**src/hw/lpro_cfg.svh**
```systemverilog
// Timing constants for line pickup, remote-open and overload logic
`ifndef LPRO_CFG_SVH
`define LPRO_CFG_SVH
`define LPRO_CLK_HZ        100000000
`define LPRO_TICK_HZ       1000
`define LPRO_TICK_CYCLES   (`LPRO_CLK_HZ / `LPRO_TICK_HZ)
`define LPRO_DEAD_LINE_MS  150
`define LPRO_ENERGIZE_MS   25
`define LPRO_TRIP_DELAY_MS 45
`define LPRO_MS_WIDTH      16
`endif

```
**src/hw/lpro_pkg.sv**
```systemverilog
// Types shared by the line pickup and remote-open logic
package lpro_pkg;
    typedef logic [15:0] ms_t;

    typedef struct packed {
        logic zone3_delayed;
        logic zone4_delayed;
        logic zone1_phase;
        logic any_zone2_phase;
        logic configurable;
    } trip_src_s;

    typedef struct packed {
        logic zone3_delayed_reclose_block;
        logic zone4_delayed_reclose_block;
        logic zone1_phase_reclose_block;
        logic any_zone2_phase_reclose_block;
        logic configurable_trip_reclose_block;
    } reclose_sel_s;

    typedef struct packed {
        logic [2:0] charging;
        logic       fault_detector;
        logic       load_current_detector;
        logic       pos_seq_voltage_detector;
        logic       pos_seq_overcurrent_unit;
        logic       zone2_phase;
        logic       zone2_ground;
    } meas_s;

    typedef enum logic [2:0] {
        RO_IDLE  = 3'b001,
        RO_BLOCK = 3'b010,
        RO_ARMED = 3'b100
    } ro_state_e;
endpackage : lpro_pkg

```
**src/hw/line_pickup_remote_open_logic.sv**
```systemverilog
// Line pickup, remote-open detector, reclose block and overload enable logic
`timescale 1ns/1ps
`include "lpro_cfg.svh"
module line_pickup_remote_open_logic #(
    parameter int TICK_CYCLES = `LPRO_TICK_CYCLES
) (
    input  wire logic                  ref_clk,
    input  wire logic                  rst,
    input  wire lpro_pkg::meas_s       meas,
    input  wire lpro_pkg::trip_src_s   trip_src,
    input  wire logic                  trip_any,
    input  wire lpro_pkg::reclose_sel_s reclose_sel,
    input  wire logic                  switch_onto_fault_select,
    input  wire logic                  bypass_trip_delay,
    input  wire logic                  remote_open_select,
    input  wire lpro_pkg::ms_t         remote_open_delay_setting,
    input  wire logic                  overload_select,
    input  wire logic                  level1_pickup,
    input  wire logic                  level2_pickup,
    input  wire lpro_pkg::ms_t         level1_delay_setting,
    input  wire lpro_pkg::ms_t         level2_delay_setting,
    output logic                       reclose_initiate,
    output logic                       reclose_cancel,
    output logic                       line_pickup_enable,
    output logic                       line_pickup_trip,
    output logic                       remote_open_trip,
    output logic                       remote_open_blocked,
    output logic                       overload_level1,
    output logic                       overload_level2
);
    import lpro_pkg::*;

    localparam int TW = $clog2(TICK_CYCLES + 1);
    localparam ms_t DEAD_MS  = ms_t'(`LPRO_DEAD_LINE_MS);
    localparam ms_t ENERG_MS = ms_t'(`LPRO_ENERGIZE_MS);
    localparam ms_t TDLY_MS  = ms_t'(`LPRO_TRIP_DELAY_MS);

    // Millisecond tick shared by every timer
    logic [TW-1:0] tick_cnt_reg;
    logic [TW-1:0] tick_cnt_next;
    logic          tick;

    always_comb begin
        tick = (tick_cnt_reg == TW'(TICK_CYCLES - 1));
        tick_cnt_next = tick ? '0 : tick_cnt_reg + 1'b1;
    end

    always_ff @(posedge ref_clk) begin
        if (rst) begin
            tick_cnt_reg <= '0;
        end else begin
            tick_cnt_reg <= tick_cnt_next;
        end
    end

    // Line pickup
    logic dead_line;
    logic energize_done;
    logic enable_run;
    logic lp_enable;
    logic lp_request;
    logic lp_delayed;
    logic enable_timer_done;

    always_comb begin
        // Open breaker detector: no load current and voltage dropped out
        dead_line  = switch_onto_fault_select & ~meas.load_current_detector
                     & ~meas.pos_seq_voltage_detector;
        // The energize timer output acts as a fast reset of the enable timer
        enable_run = dead_line & ~energize_done;
        lp_request = lp_enable & switch_onto_fault_select
                     & (meas.pos_seq_overcurrent_unit | meas.zone2_phase
                        | meas.zone2_ground);
    end

    // Enable holds once timed; the energize timer or a cleared switch_onto_fault_select takes it away
    logic lp_hold_reg;
    logic lp_hold_next;

    always_comb begin
        lp_hold_next = lp_hold_reg;
        if (!switch_onto_fault_select || energize_done) begin
            lp_hold_next = 1'b0;
        end else if (enable_timer_done) begin
            lp_hold_next = 1'b1;
        end
    end

    always_ff @(posedge ref_clk) begin
        if (rst) begin
            lp_hold_reg <= 1'b0;
        end else begin
            lp_hold_reg <= lp_hold_next;
        end
    end

    assign lp_enable = lp_hold_reg;

    ms_timer #(.W(`LPRO_MS_WIDTH)) u_dead_line_enable_timer (
        .ref_clk  (ref_clk),
        .rst      (rst),
        .tick     (tick),
        .run      (enable_run),
        .delay_ms (DEAD_MS),
        .expired  (enable_timer_done)
    );

    ms_timer #(.W(`LPRO_MS_WIDTH)) u_energize_reset_timer (
        .ref_clk  (ref_clk),
        .rst      (rst),
        .tick     (tick),
        .run      (meas.pos_seq_voltage_detector & lp_hold_reg),
        .delay_ms (ENERG_MS),
        .expired  (energize_done)
    );

    ms_timer #(.W(`LPRO_MS_WIDTH)) u_pickup_trip_delay_timer (
        .ref_clk  (ref_clk),
        .rst      (rst),
        .tick     (tick),
        .run      (lp_request),
        .delay_ms (TDLY_MS),
        .expired  (lp_delayed)
    );

    logic lp_trip_reg;
    logic lp_trip_next;

    always_comb begin
        // Bypass trades load security for speed on reclosed lines
        lp_trip_next = bypass_trip_delay ? lp_request : (lp_request & lp_delayed);
    end

    always_ff @(posedge ref_clk) begin
        if (rst) begin
            lp_trip_reg <= 1'b0;
        end else begin
            lp_trip_reg <= lp_trip_next;
        end
    end

    // Remote-open detector
    ro_state_e ro_state_reg;
    ro_state_e ro_state_next;
    logic      charging;
    logic      ro_path;
    logic      ro_delayed;

    always_comb begin
        charging = |meas.charging;
        ro_state_next = ro_state_reg;
        unique case (ro_state_reg)
            RO_IDLE: begin
                if (charging && !meas.fault_detector) begin
                    ro_state_next = RO_BLOCK;
                end else if (meas.fault_detector) begin
                    ro_state_next = RO_ARMED;
                end
            end
            RO_BLOCK: begin
                if (!charging) begin
                    ro_state_next = RO_IDLE;
                end
            end
            RO_ARMED: begin
                if (!meas.fault_detector) begin
                    ro_state_next = RO_IDLE;
                end
            end
            default: ro_state_next = RO_IDLE;
        endcase
        // A balanced fault leaves all phases uncharged, so no path forms
        ro_path = remote_open_select && (ro_state_reg == RO_ARMED)
                  && charging && meas.fault_detector;
    end

    always_ff @(posedge ref_clk) begin
        if (rst) begin
            ro_state_reg <= RO_IDLE;
        end else begin
            ro_state_reg <= ro_state_next;
        end
    end

    ms_timer #(.W(`LPRO_MS_WIDTH)) u_remote_open_delay_timer (
        .ref_clk  (ref_clk),
        .rst      (rst),
        .tick     (tick),
        .run      (ro_path),
        .delay_ms (remote_open_delay_setting),
        .expired  (ro_delayed)
    );

    logic ro_trip_reg;
    logic ro_trip_next;

    always_comb begin
        ro_trip_next = ro_path & ro_delayed;
    end

    always_ff @(posedge ref_clk) begin
        if (rst) begin
            ro_trip_reg <= 1'b0;
        end else begin
            ro_trip_reg <= ro_trip_next;
        end
    end

    // Line overload
    logic ol1_done;
    logic ol2_done;

    ms_timer #(.W(`LPRO_MS_WIDTH)) u_overload_level1_timer (
        .ref_clk  (ref_clk),
        .rst      (rst),
        .tick     (tick),
        .run      (overload_select & level1_pickup),
        .delay_ms (level1_delay_setting),
        .expired  (ol1_done)
    );

    ms_timer #(.W(`LPRO_MS_WIDTH)) u_overload_level2_timer (
        .ref_clk  (ref_clk),
        .rst      (rst),
        .tick     (tick),
        .run      (overload_select & level2_pickup),
        .delay_ms (level2_delay_setting),
        .expired  (ol2_done)
    );

    // Reclose block
    logic rc_reg;
    logic rc_next;
    logic ri_reg;
    logic ri_next;
    logic blk;

    always_comb begin
        blk = (reclose_sel.zone3_delayed_reclose_block & trip_src.zone3_delayed)
            | (reclose_sel.zone4_delayed_reclose_block & trip_src.zone4_delayed)
            | (reclose_sel.zone1_phase_reclose_block & trip_src.zone1_phase)
            | (reclose_sel.any_zone2_phase_reclose_block & trip_src.any_zone2_phase)
            | (reclose_sel.configurable_trip_reclose_block & trip_src.configurable);
        rc_next = trip_any & blk;
        ri_next = trip_any & ~blk;
    end

    always_ff @(posedge ref_clk) begin
        if (rst) begin
            rc_reg <= 1'b0;
            ri_reg <= 1'b0;
        end else begin
            rc_reg <= rc_next;
            ri_reg <= ri_next;
        end
    end

    assign reclose_initiate    = ri_reg;
    assign reclose_cancel      = rc_reg;
    assign line_pickup_enable  = lp_hold_reg;
    assign line_pickup_trip    = lp_trip_reg;
    assign remote_open_trip    = ro_trip_reg;
    assign remote_open_blocked = (ro_state_reg == RO_BLOCK);
    assign overload_level1     = ol1_done;
    assign overload_level2     = ol2_done;

    chk_cancel_excl: assert property (@(posedge ref_clk) disable iff (rst)
        !(reclose_cancel && reclose_initiate)) else $error("cancel with initiate");
    chk_zone3_block: assert property (@(posedge ref_clk) disable iff (rst)
        trip_any && trip_src.zone3_delayed && reclose_sel.zone3_delayed_reclose_block
        |=> reclose_cancel) else $error("zone3 not blocked");
    chk_lp_select: assert property (@(posedge ref_clk) disable iff (rst)
        !switch_onto_fault_select |=> !line_pickup_trip) else $error("lp while off");
    chk_lp_bypass: assert property (@(posedge ref_clk) disable iff (rst)
        bypass_trip_delay && lp_request |=> line_pickup_trip) else $error("bypass slow");
    chk_lp_delay: assert property (@(posedge ref_clk) disable iff (rst)
        $rose(lp_request) && !bypass_trip_delay |=> !line_pickup_trip [*3])
        else $error("lp trip early");
    chk_ro_block: assert property (@(posedge ref_clk) disable iff (rst)
        remote_open_blocked |=> !remote_open_trip) else $error("blocked ro trip");
    chk_ro_select: assert property (@(posedge ref_clk) disable iff (rst)
        !remote_open_select |=> !remote_open_trip) else $error("ro while off");
    chk_ol_off: assert property (@(posedge ref_clk) disable iff (rst)
        !overload_select |=> ##1 !(overload_level1 || overload_level2))
        else $error("overload while off");

    // Remaining reclose selections, each forcing cancel on its own trip type, then initiate, line pickup, remote-open and overload checks
    chk_zone4_block: assert property (@(posedge ref_clk) disable iff (rst)
        trip_any && trip_src.zone4_delayed && reclose_sel.zone4_delayed_reclose_block
        |=> reclose_cancel) else $error("zone4 not blocked");
    chk_zone1_block: assert property (@(posedge ref_clk) disable iff (rst)
        trip_any && trip_src.zone1_phase && reclose_sel.zone1_phase_reclose_block
        |=> reclose_cancel) else $error("zone1 not blocked");
    chk_zone2_block: assert property (@(posedge ref_clk) disable iff (rst)
        trip_any && trip_src.any_zone2_phase && reclose_sel.any_zone2_phase_reclose_block
        |=> reclose_cancel) else $error("zone2 phase not blocked");
    chk_conf_block: assert property (@(posedge ref_clk) disable iff (rst)
        trip_any && trip_src.configurable && reclose_sel.configurable_trip_reclose_block
        |=> reclose_cancel) else $error("configurable trip not blocked");
    chk_ri_free: assert property (@(posedge ref_clk) disable iff (rst)
        trip_any && !blk |=> reclose_initiate) else $error("initiate missing");
    chk_lp_enable_timed: assert property (@(posedge ref_clk) disable iff (rst)
        $rose(line_pickup_enable) |-> $past(enable_timer_done)) else $error("enable untimed");
    chk_lp_energize_reset: assert property (@(posedge ref_clk) disable iff (rst)
        energize_done |=> !line_pickup_enable) else $error("enable not fast reset");
    chk_lp_enable_off: assert property (@(posedge ref_clk) disable iff (rst)
        !switch_onto_fault_select |=> !line_pickup_enable) else $error("enable while off");
    chk_ro_latch_set: assert property (@(posedge ref_clk) disable iff (rst)
        (ro_state_reg == RO_IDLE) && charging && !meas.fault_detector
        |=> remote_open_blocked) else $error("block latch not set");
    chk_ro_fault_gate: assert property (@(posedge ref_clk) disable iff (rst)
        (ro_state_reg == RO_IDLE) && meas.fault_detector |=> !remote_open_blocked)
        else $error("latch set during fault");
    chk_ro_trip_path: assert property (@(posedge ref_clk) disable iff (rst)
        remote_open_trip |-> $past(ro_path)) else $error("ro trip without path");
    chk_ro_delay_start: assert property (@(posedge ref_clk) disable iff (rst)
        $rose(ro_path) |=> !remote_open_trip) else $error("ro trip undelayed");
    chk_ol1_drop: assert property (@(posedge ref_clk) disable iff (rst)
        !level1_pickup |=> !overload_level1) else $error("level1 without pickup");
    chk_ol2_drop: assert property (@(posedge ref_clk) disable iff (rst)
        !level2_pickup |=> !overload_level2) else $error("level2 without pickup");
endmodule : line_pickup_remote_open_logic

```
**src/hw/ms_timer.sv**
```systemverilog
// Millisecond pickup timer that clears when its input drops
`timescale 1ns/1ps
module ms_timer #(
    parameter int W = 16
) (
    input  wire logic         ref_clk,
    input  wire logic         rst,
    input  wire logic         tick,
    input  wire logic         run,
    input  wire logic [W-1:0] delay_ms,
    output logic              expired
);
    logic [W-1:0] cnt_reg;
    logic [W-1:0] cnt_next;
    logic         exp_reg;
    logic         exp_next;

    always_comb begin
        cnt_next = cnt_reg;
        exp_next = exp_reg;
        if (!run) begin
            cnt_next = '0;
            exp_next = 1'b0;
        end else if (cnt_reg >= delay_ms) begin
            exp_next = 1'b1;
        end else if (tick) begin
            cnt_next = cnt_reg + 1'b1;
        end
    end

    always_ff @(posedge ref_clk) begin
        if (rst) begin
            cnt_reg <= '0;
            exp_reg <= 1'b0;
        end else begin
            cnt_reg <= cnt_next;
            exp_reg <= exp_next;
        end
    end

    assign expired = exp_reg;
endmodule : ms_timer

```
**config.mk**
```make
export PLATFORM = sky130hd
export DESIGN_NAME = line_pickup_remote_open_logic
export DESIGN_NICKNAME = d
export VERILOG_FILES = /design/src/hw/lpro_pkg.sv /design/src/hw/line_pickup_remote_open_logic.sv /design/src/hw/ms_timer.sv
export VERILOG_INCLUDE_DIRS = /design/src /design/src/hw
export SDC_FILE = /design/constraint.sdc
export NUM_CORES = 1
export LEC_CHECK = 0
export ABC_AREA = 0
export BUFFER_PORTS_ARGS = -buffer_cell sky130_fd_sc_hd__buf_4
export CORE_MARGIN = 4
export CORE_UTILIZATION = 58
export DETAILED_ROUTE_END_ITERATION = 12
export PLACE_DENSITY = 0.81
export SYNTH_ARGS = -nofsm -noshare
export SYNTH_HDL_FRONTEND = slang
export SYNTH_SLANG_ARGS = --single-unit
```
**constraint.sdc**
```tcl
create_clock -name ref_clk -period 3.4 [get_ports ref_clk]
set_input_delay 0.17 -clock ref_clk [delete_from_list [all_inputs] [get_ports ref_clk]]
set_output_delay 0.17 -clock ref_clk [all_outputs]
set_load 0.005 [all_outputs]
```
=== Yosys cells after proc, flatten, opt, wreduce, memory -nomap -nowiden ===
Cells that the tools add are included.

* Flip-flop bits (word level): 127
* Bits in latches: 0
* RAM bits: 0
* ROM bits: 0
* Input port bits: 76
* Memories kept: 0

* $add $sub $neg: 7
* Multiply operators: 0
* Div/mod/pow operators: 0
* Magnitude comparators: 6
* Eq/ne operators: 7
* Shift operators: 0
* Muxes and demuxes: 6
* Bitwise operators: 39
* Reduce and logical (&&, ||, !) cells: 23

{| class="wikitable"
|+ Operators by type and width
! operator !! number
|-
| 16-bit by 1-bit adder with 16-bit output, second input constant || 6
|-
| 16-bit greater-or-equal comparator || 3
|-
| 17-bit by 1-bit adder with 17-bit output, second input constant || 1
|-
| 1-bit bitwise AND || 17
|-
| 17-bit equality test, second input constant || 1
|-
| 16-bit by 5-bit greater-or-equal comparator with 1-bit output, second input constant || 1
|-
| 16-bit by 6-bit greater-or-equal comparator with 1-bit output, second input constant || 1
|-
| 16-bit by 8-bit greater-or-equal comparator with 1-bit output, second input constant || 1
|-
| 1-bit NOT || 16
|-
| 2-bit OR reduction || 8
|-
| 3-bit two-way mux || 4
|-
| 2-bit AND reduction || 6
|-
| 3-bit one-hot mux with 3 select lines || 1
|-
| 1-bit OR || 6
|-
| 1-bit logical AND || 4
|-
| 2-bit inequality test, second input constant || 2
|-
| 3-bit by 1-bit equality test with 1-bit output, second input constant || 1
|-
| 3-bit by 2-bit equality test with 1-bit output, second input constant || 1
|-
| 3-bit equality test, second input constant || 1
|-
| 3-bit inequality test, second input constant || 1
|-
| 3-bit AND reduction || 1
|-
| 3-bit OR reduction || 1
|-
| 1-bit logical NOT || 2
|-
| 1-bit logical OR || 1
|-
| 1-bit two-way mux || 1
|}

=== Longest topological paths before layout ===
* Depth in word-level cells: 7
* Gate-level depth with buffers: 10
* Gate-level depth less buffers: 8

=== Modules after synthesis ===
From an unflattened synthesis, not the netlist that was laid out.

* Cell total of the unflattened synthesis: 1091
* Area total of the unflattened synthesis: 8597.0 sq um

{| class="wikitable"
|+ By module, submodules not included
! module !! times used !! cells each !! area an instance (sq um) !! sequential area each (sq um)
|-
| ms_timer || 6 || 160 || 1238.7 || 340.3
|-
| line_pickup_remote_open_logic || 1 || 131 || 1164.9 || 500.5
|}

=== Least setup slack after synthesis ===
No wires, ideal clock.

* Path kind: register -> register
* Start point: register u_overload_level2_timer.cnt_reg[13]
* End point: register u_overload_level2_timer.cnt_reg[13]
* Library setup time: 0.070 ns
* Arrival: 2.484 ns
* Required time: 3.330 ns
* Path slack: 0.846 ns
* Cell stages (with the launch flop): 8
* Period minus slack after synthesis: 2.554 ns
* Path through: dfxtp_1 ha_1 a21o_1 a21o_1 a2111oi_1 nand4_1 or4_1 a21oi_1

* Longest elaborated chain between the ends: 3

{| class="wikitable"
|+ Ends and longest elaborated chain
! element !! RTL line !! text
|-
| from (decl) || ms_timer.sv:13 || <nowiki>logic [W-1:0] cnt_reg;</nowiki>
|-
| from (signal assigned) || ms_timer.sv:36 || <nowiki>cnt_reg <= cnt_next;</nowiki>
|-
| 16-bit greater-or-equal comparator || ms_timer.sv:24 || <nowiki>end else if (cnt_reg >= delay_ms) begin</nowiki>
|-
| 1-bit NOT (no source line) || -- ||
|-
| 2-bit AND reduction (no source line) || -- ||
|}

Several ways; a longest one is shown, not always the timed one.
A chain may end at the register's enable or synchronous reset.

=== Worst setup path after layout ===
* Start point: register u_overload_level2_timer.cnt_reg[13]
* End point: register u_overload_level2_timer.cnt_reg[5]

* Longest elaborated chain between the ends: 3

{| class="wikitable"
|+ Ends and longest elaborated chain
! element !! RTL line
|-
| 16-bit greater-or-equal comparator || ms_timer.sv:24
|-
| 1-bit NOT (no source line) || --
|-
| 2-bit AND reduction (no source line) || --
|}

No other way between the ends.

==> impl_metrics.py <==
metrics = {
    "sta": {
        "hold_viol_final": 0,
        "finalCritPeriodShare": 0.877,
        "min_period_ns": 2.98,
        "maxSlewViolCount": 0,
        "finalClockSkew_ns": 0.00826,
        "tns_ns": 0,
        "rsz0062_at_grt": "no",
        "max_freq_mhz": 336,
        "relSlewSlack": 0.296,
        "tightest_slew_ns": 1.04,
        "whs_ns": 0.0211,
        "setup_viol": 0,
    },
    "drt": {
        "num_vias": 5887,
        "drt-total-wl_um": 14500,
        "vias_per_cell": 5.78,
        "antenna_left": 0,
        "drc": 0,
        "post_drt_wl_per_cell_um": 14.2,
        "drtIter0Drc": 266,
        "drtPass1Iterations": 5,
    },
    "cts": {
        "cts_root_buf": "clkbuf_16",
        "cts_tree": "done",
        "cts_resized": 0,
        "clkTransAtPathRegs_ns": 0.06,
        "clk_path_buf_depth": 2,
        "cts.htree.levels": 4,
        "clock_latency_ns": 0.41,
        "cts_setup_buffers": 0,
        "cts_made_buffers": 17,
        "cts.sinks": 127,
    },
    "global_route": {
        "grt_max_degree": 19,
        "grt_pass1_vias": 5882,
        "grt.total_usage": 0.225,
        "gr-total-overflow": 0,
        "grt_first_pass_wirelength_um": 24700,
        "grt_antenna_before_repair": 0,
    },
    "setup_path": {
        "cp-startpoint": "u_overload_level2_timer.cnt_reg[13]",
        "r2r-start": "u_overload_level2_timer.cnt_reg[13]",
        "cp_max_fo": 10,
        "required_ns": 3.73,
        "critPathCaptureType": "flip-flop",
        "crit_path_cell_trace": "ha_1, a21o_1, a21o_1, a2111oi_1, nand4_1, or4_1, a21oi_1",
        "worstSetupPathType": "reg2reg",
        "arrival_ns": 3.31,
        "start_kind": "flip-flop",
        "cp_top_family": "compound AO/OA/AOI/OAI gates",
        "crit_buf_inv": 0,
        "cp_slowest_cell": "a2111oi_1",
        "crit_top_cell": "a21o_1",
        "max_stage_delay_ns": 0.72,
    },
    "synth": {
        "ys_ff_latch": 127,
        "synthFlopType": "dfxtp_1",
        "syn-num-nets": 914,
        "seq_area_frac_synth": 0.390,
        "synth.avg_cell_area_um2": 8.39,
        "synth_area_um2": 6530,
        "ys_types": 48,
        "synth-async-reset-ratio": 0,
        "synth_edf_count": 0,
        "yosysWarnings": 0,
        "synthCells": 778,
    },
    "flow_run": {
        "drv_cap": 0,
    },
    "layout": {
        "layout_common_cells": "dfxtp_1 (127), buf_4 (86), inv_1 (65), nand2_1 (63), nor2_1 (63)",
        "finalCoreUtilization": 0.722,
        "fillCellCount": 852,
        "drive_gt1_frac": 0.138,
        "final_common_cell": "dfxtp_1",
        "final_design_area_no_fill_um2": 7890,
        "largest_reg_flops": 17,
        "area_growth_pct": 21.0,
        "fin_cells": 1019,
        "antenna_cells": 0,
        "nNetsFinal": 1002,
    },
    "placed_design": {
        "port_buffers": 83,
        "dpl.hpwl_um": 10900,
        "place_area_um2": 7280,
        "gp_congestion": 0.806,
        "dpl.cell_count": 986,
    },
    "floorplan": {
        "top_level_ports": 84,
        "start_util": 0.597,
        "die_height_um": 114,
        "die_w_um": 114,
        "dieArea_um2": 13000,
        "rows": 38,
        "coreArea_um2": 10900,
    },
    "pwr": {
        "p_per_area_nw_per_um2": 442,
        "leakagePower_nw": 3.27,
        "ir_worst_vdd_mv": 0.327,
    },
    "hold_path": {
        "holdCritPathClass": "in2reg",
        "min_from": "trip_any",
    },
    "status": {
        "status": "finished clean",
    },
}
==> cell usage after synthesis (3+ instances only) <==
library cell | n | area [um^2]
or4_1 | 26 | 195
nor3b_1 | 3 | 22.5
nor2b_1 | 4 | 25.0
xor2_1 | 12 | 105
nand3_1 | 31 | 155
a21oi_1 | 60 | 300
xnor2_1 | 14 | 123
nand2_1 | 63 | 236
nor4_1 | 12 | 75.1
o31ai_1 | 15 | 113
clkbuf_1 | 16 | 60.1
and2_1 | 35 | 219
nor2_1 | 63 | 236
nand4_1 | 23 | 144
nand3b_1 | 3 | 22.5
o21a_1 | 3 | 22.5
and3_1 | 10 | 62.6
a2111oi_0 | 4 | 35.0
a21o_1 | 6 | 45.0
o21ai_0 | 30 | 150
or3_1 | 31 | 194
and4_1 | 4 | 35.0
ha_1 | 60 | 751
o211ai_1 | 9 | 67.6
nor3_1 | 14 | 70.1
nand2b_1 | 10 | 62.6
inv_1 | 65 | 244
dfxtp_1 | 127 | 2540
mux2i_1 | 3 | 30.0
==> worst register-to-register path, stage by stage, from the launching register on <==
cell       delay (ns)
dfxtp_1          0.40
ha_1             0.28
a21o_1           0.18
a21o_1           0.17
a2111oi_1        0.72
nand4_1          0.47
or4_1            0.54
a21oi_1          0.15
==> per-stage QoR <==
| step | setup slack (ns) | total power [mW] |
|---|---|---|
| floorplan | 0.846 | 1.61 |
| global placement | 0.592 | 1.68 |
| detailed placement | 0.447 | 1.70 |
| CTS | 0.426 | 3.51 |
| global route | 0.148 | 3.60 |
| finish | 0.420 | 3.49 |
==> area by class of cell <==
| type | instances | area [um^2] | area share |
|---|---|---|---|
| clock buffers | 19 | 453 | 0.0574 |
| clock inverters | 13 | 154 | 0.0195 |
| inverters | 65 | 244 | 0.0309 |
| multi-input cells | 568 | 3670 | 0.465 |
| flip-flops and latches | 127 | 2540 | 0.322 |
| well taps | 140 | 175 | 0.0222 |
| repair buffers | 87 | 656 | 0.0831 |
==> cells by family after synthesis <==
family | Yosys count | synth area share
fa+ha+maj | 60 | 0.115
mux | 3 | 0.00460
simple gates | 338 | 0.278
xor+xnor | 26 | 0.0349
buf+inv | 83 | 0.0479
flops | 127 | 0.390
compound gates | 141 | 0.130
==> path summary, 6_finish.rpt <==
check | endpoint | slack (ns) | cells past startpoint
setup / recovery | u_overload_level2_timer.cnt_reg[5] | 0.42 | 7
hold / removal | reclose_initiate | 0.02 | 3
hold reg to reg | remote_open_trip | 0.45 | 2
setup reg to reg | u_overload_level2_timer.cnt_reg[5] | 0.42 | 7
==> where the power goes <==
group          total, mW  internal [mW]  switching [mW]
clock               1.82           1.13           0.690
combinational      0.158         0.0912          0.0666
sequential          1.51           1.50         0.00877
total               3.49           2.72           0.765
==> metal layers <==
metal	part of all wire	vias to the layer above	track usage
li1	-	2943	-
met1	0.42	2781	0.260
met2	0.52	139	0.410
met3	0.043	24	0.0428
met4	0.019	0	0.0800
met5	0	-	0
==> repair_timing <==
item	4_1_cts	5_1_grt
hold endpoints to repair	1	0
setup endpoints to repair	0	0
hold buffers	1	0
No activity file was read; power rests on OpenSTA's default activity.
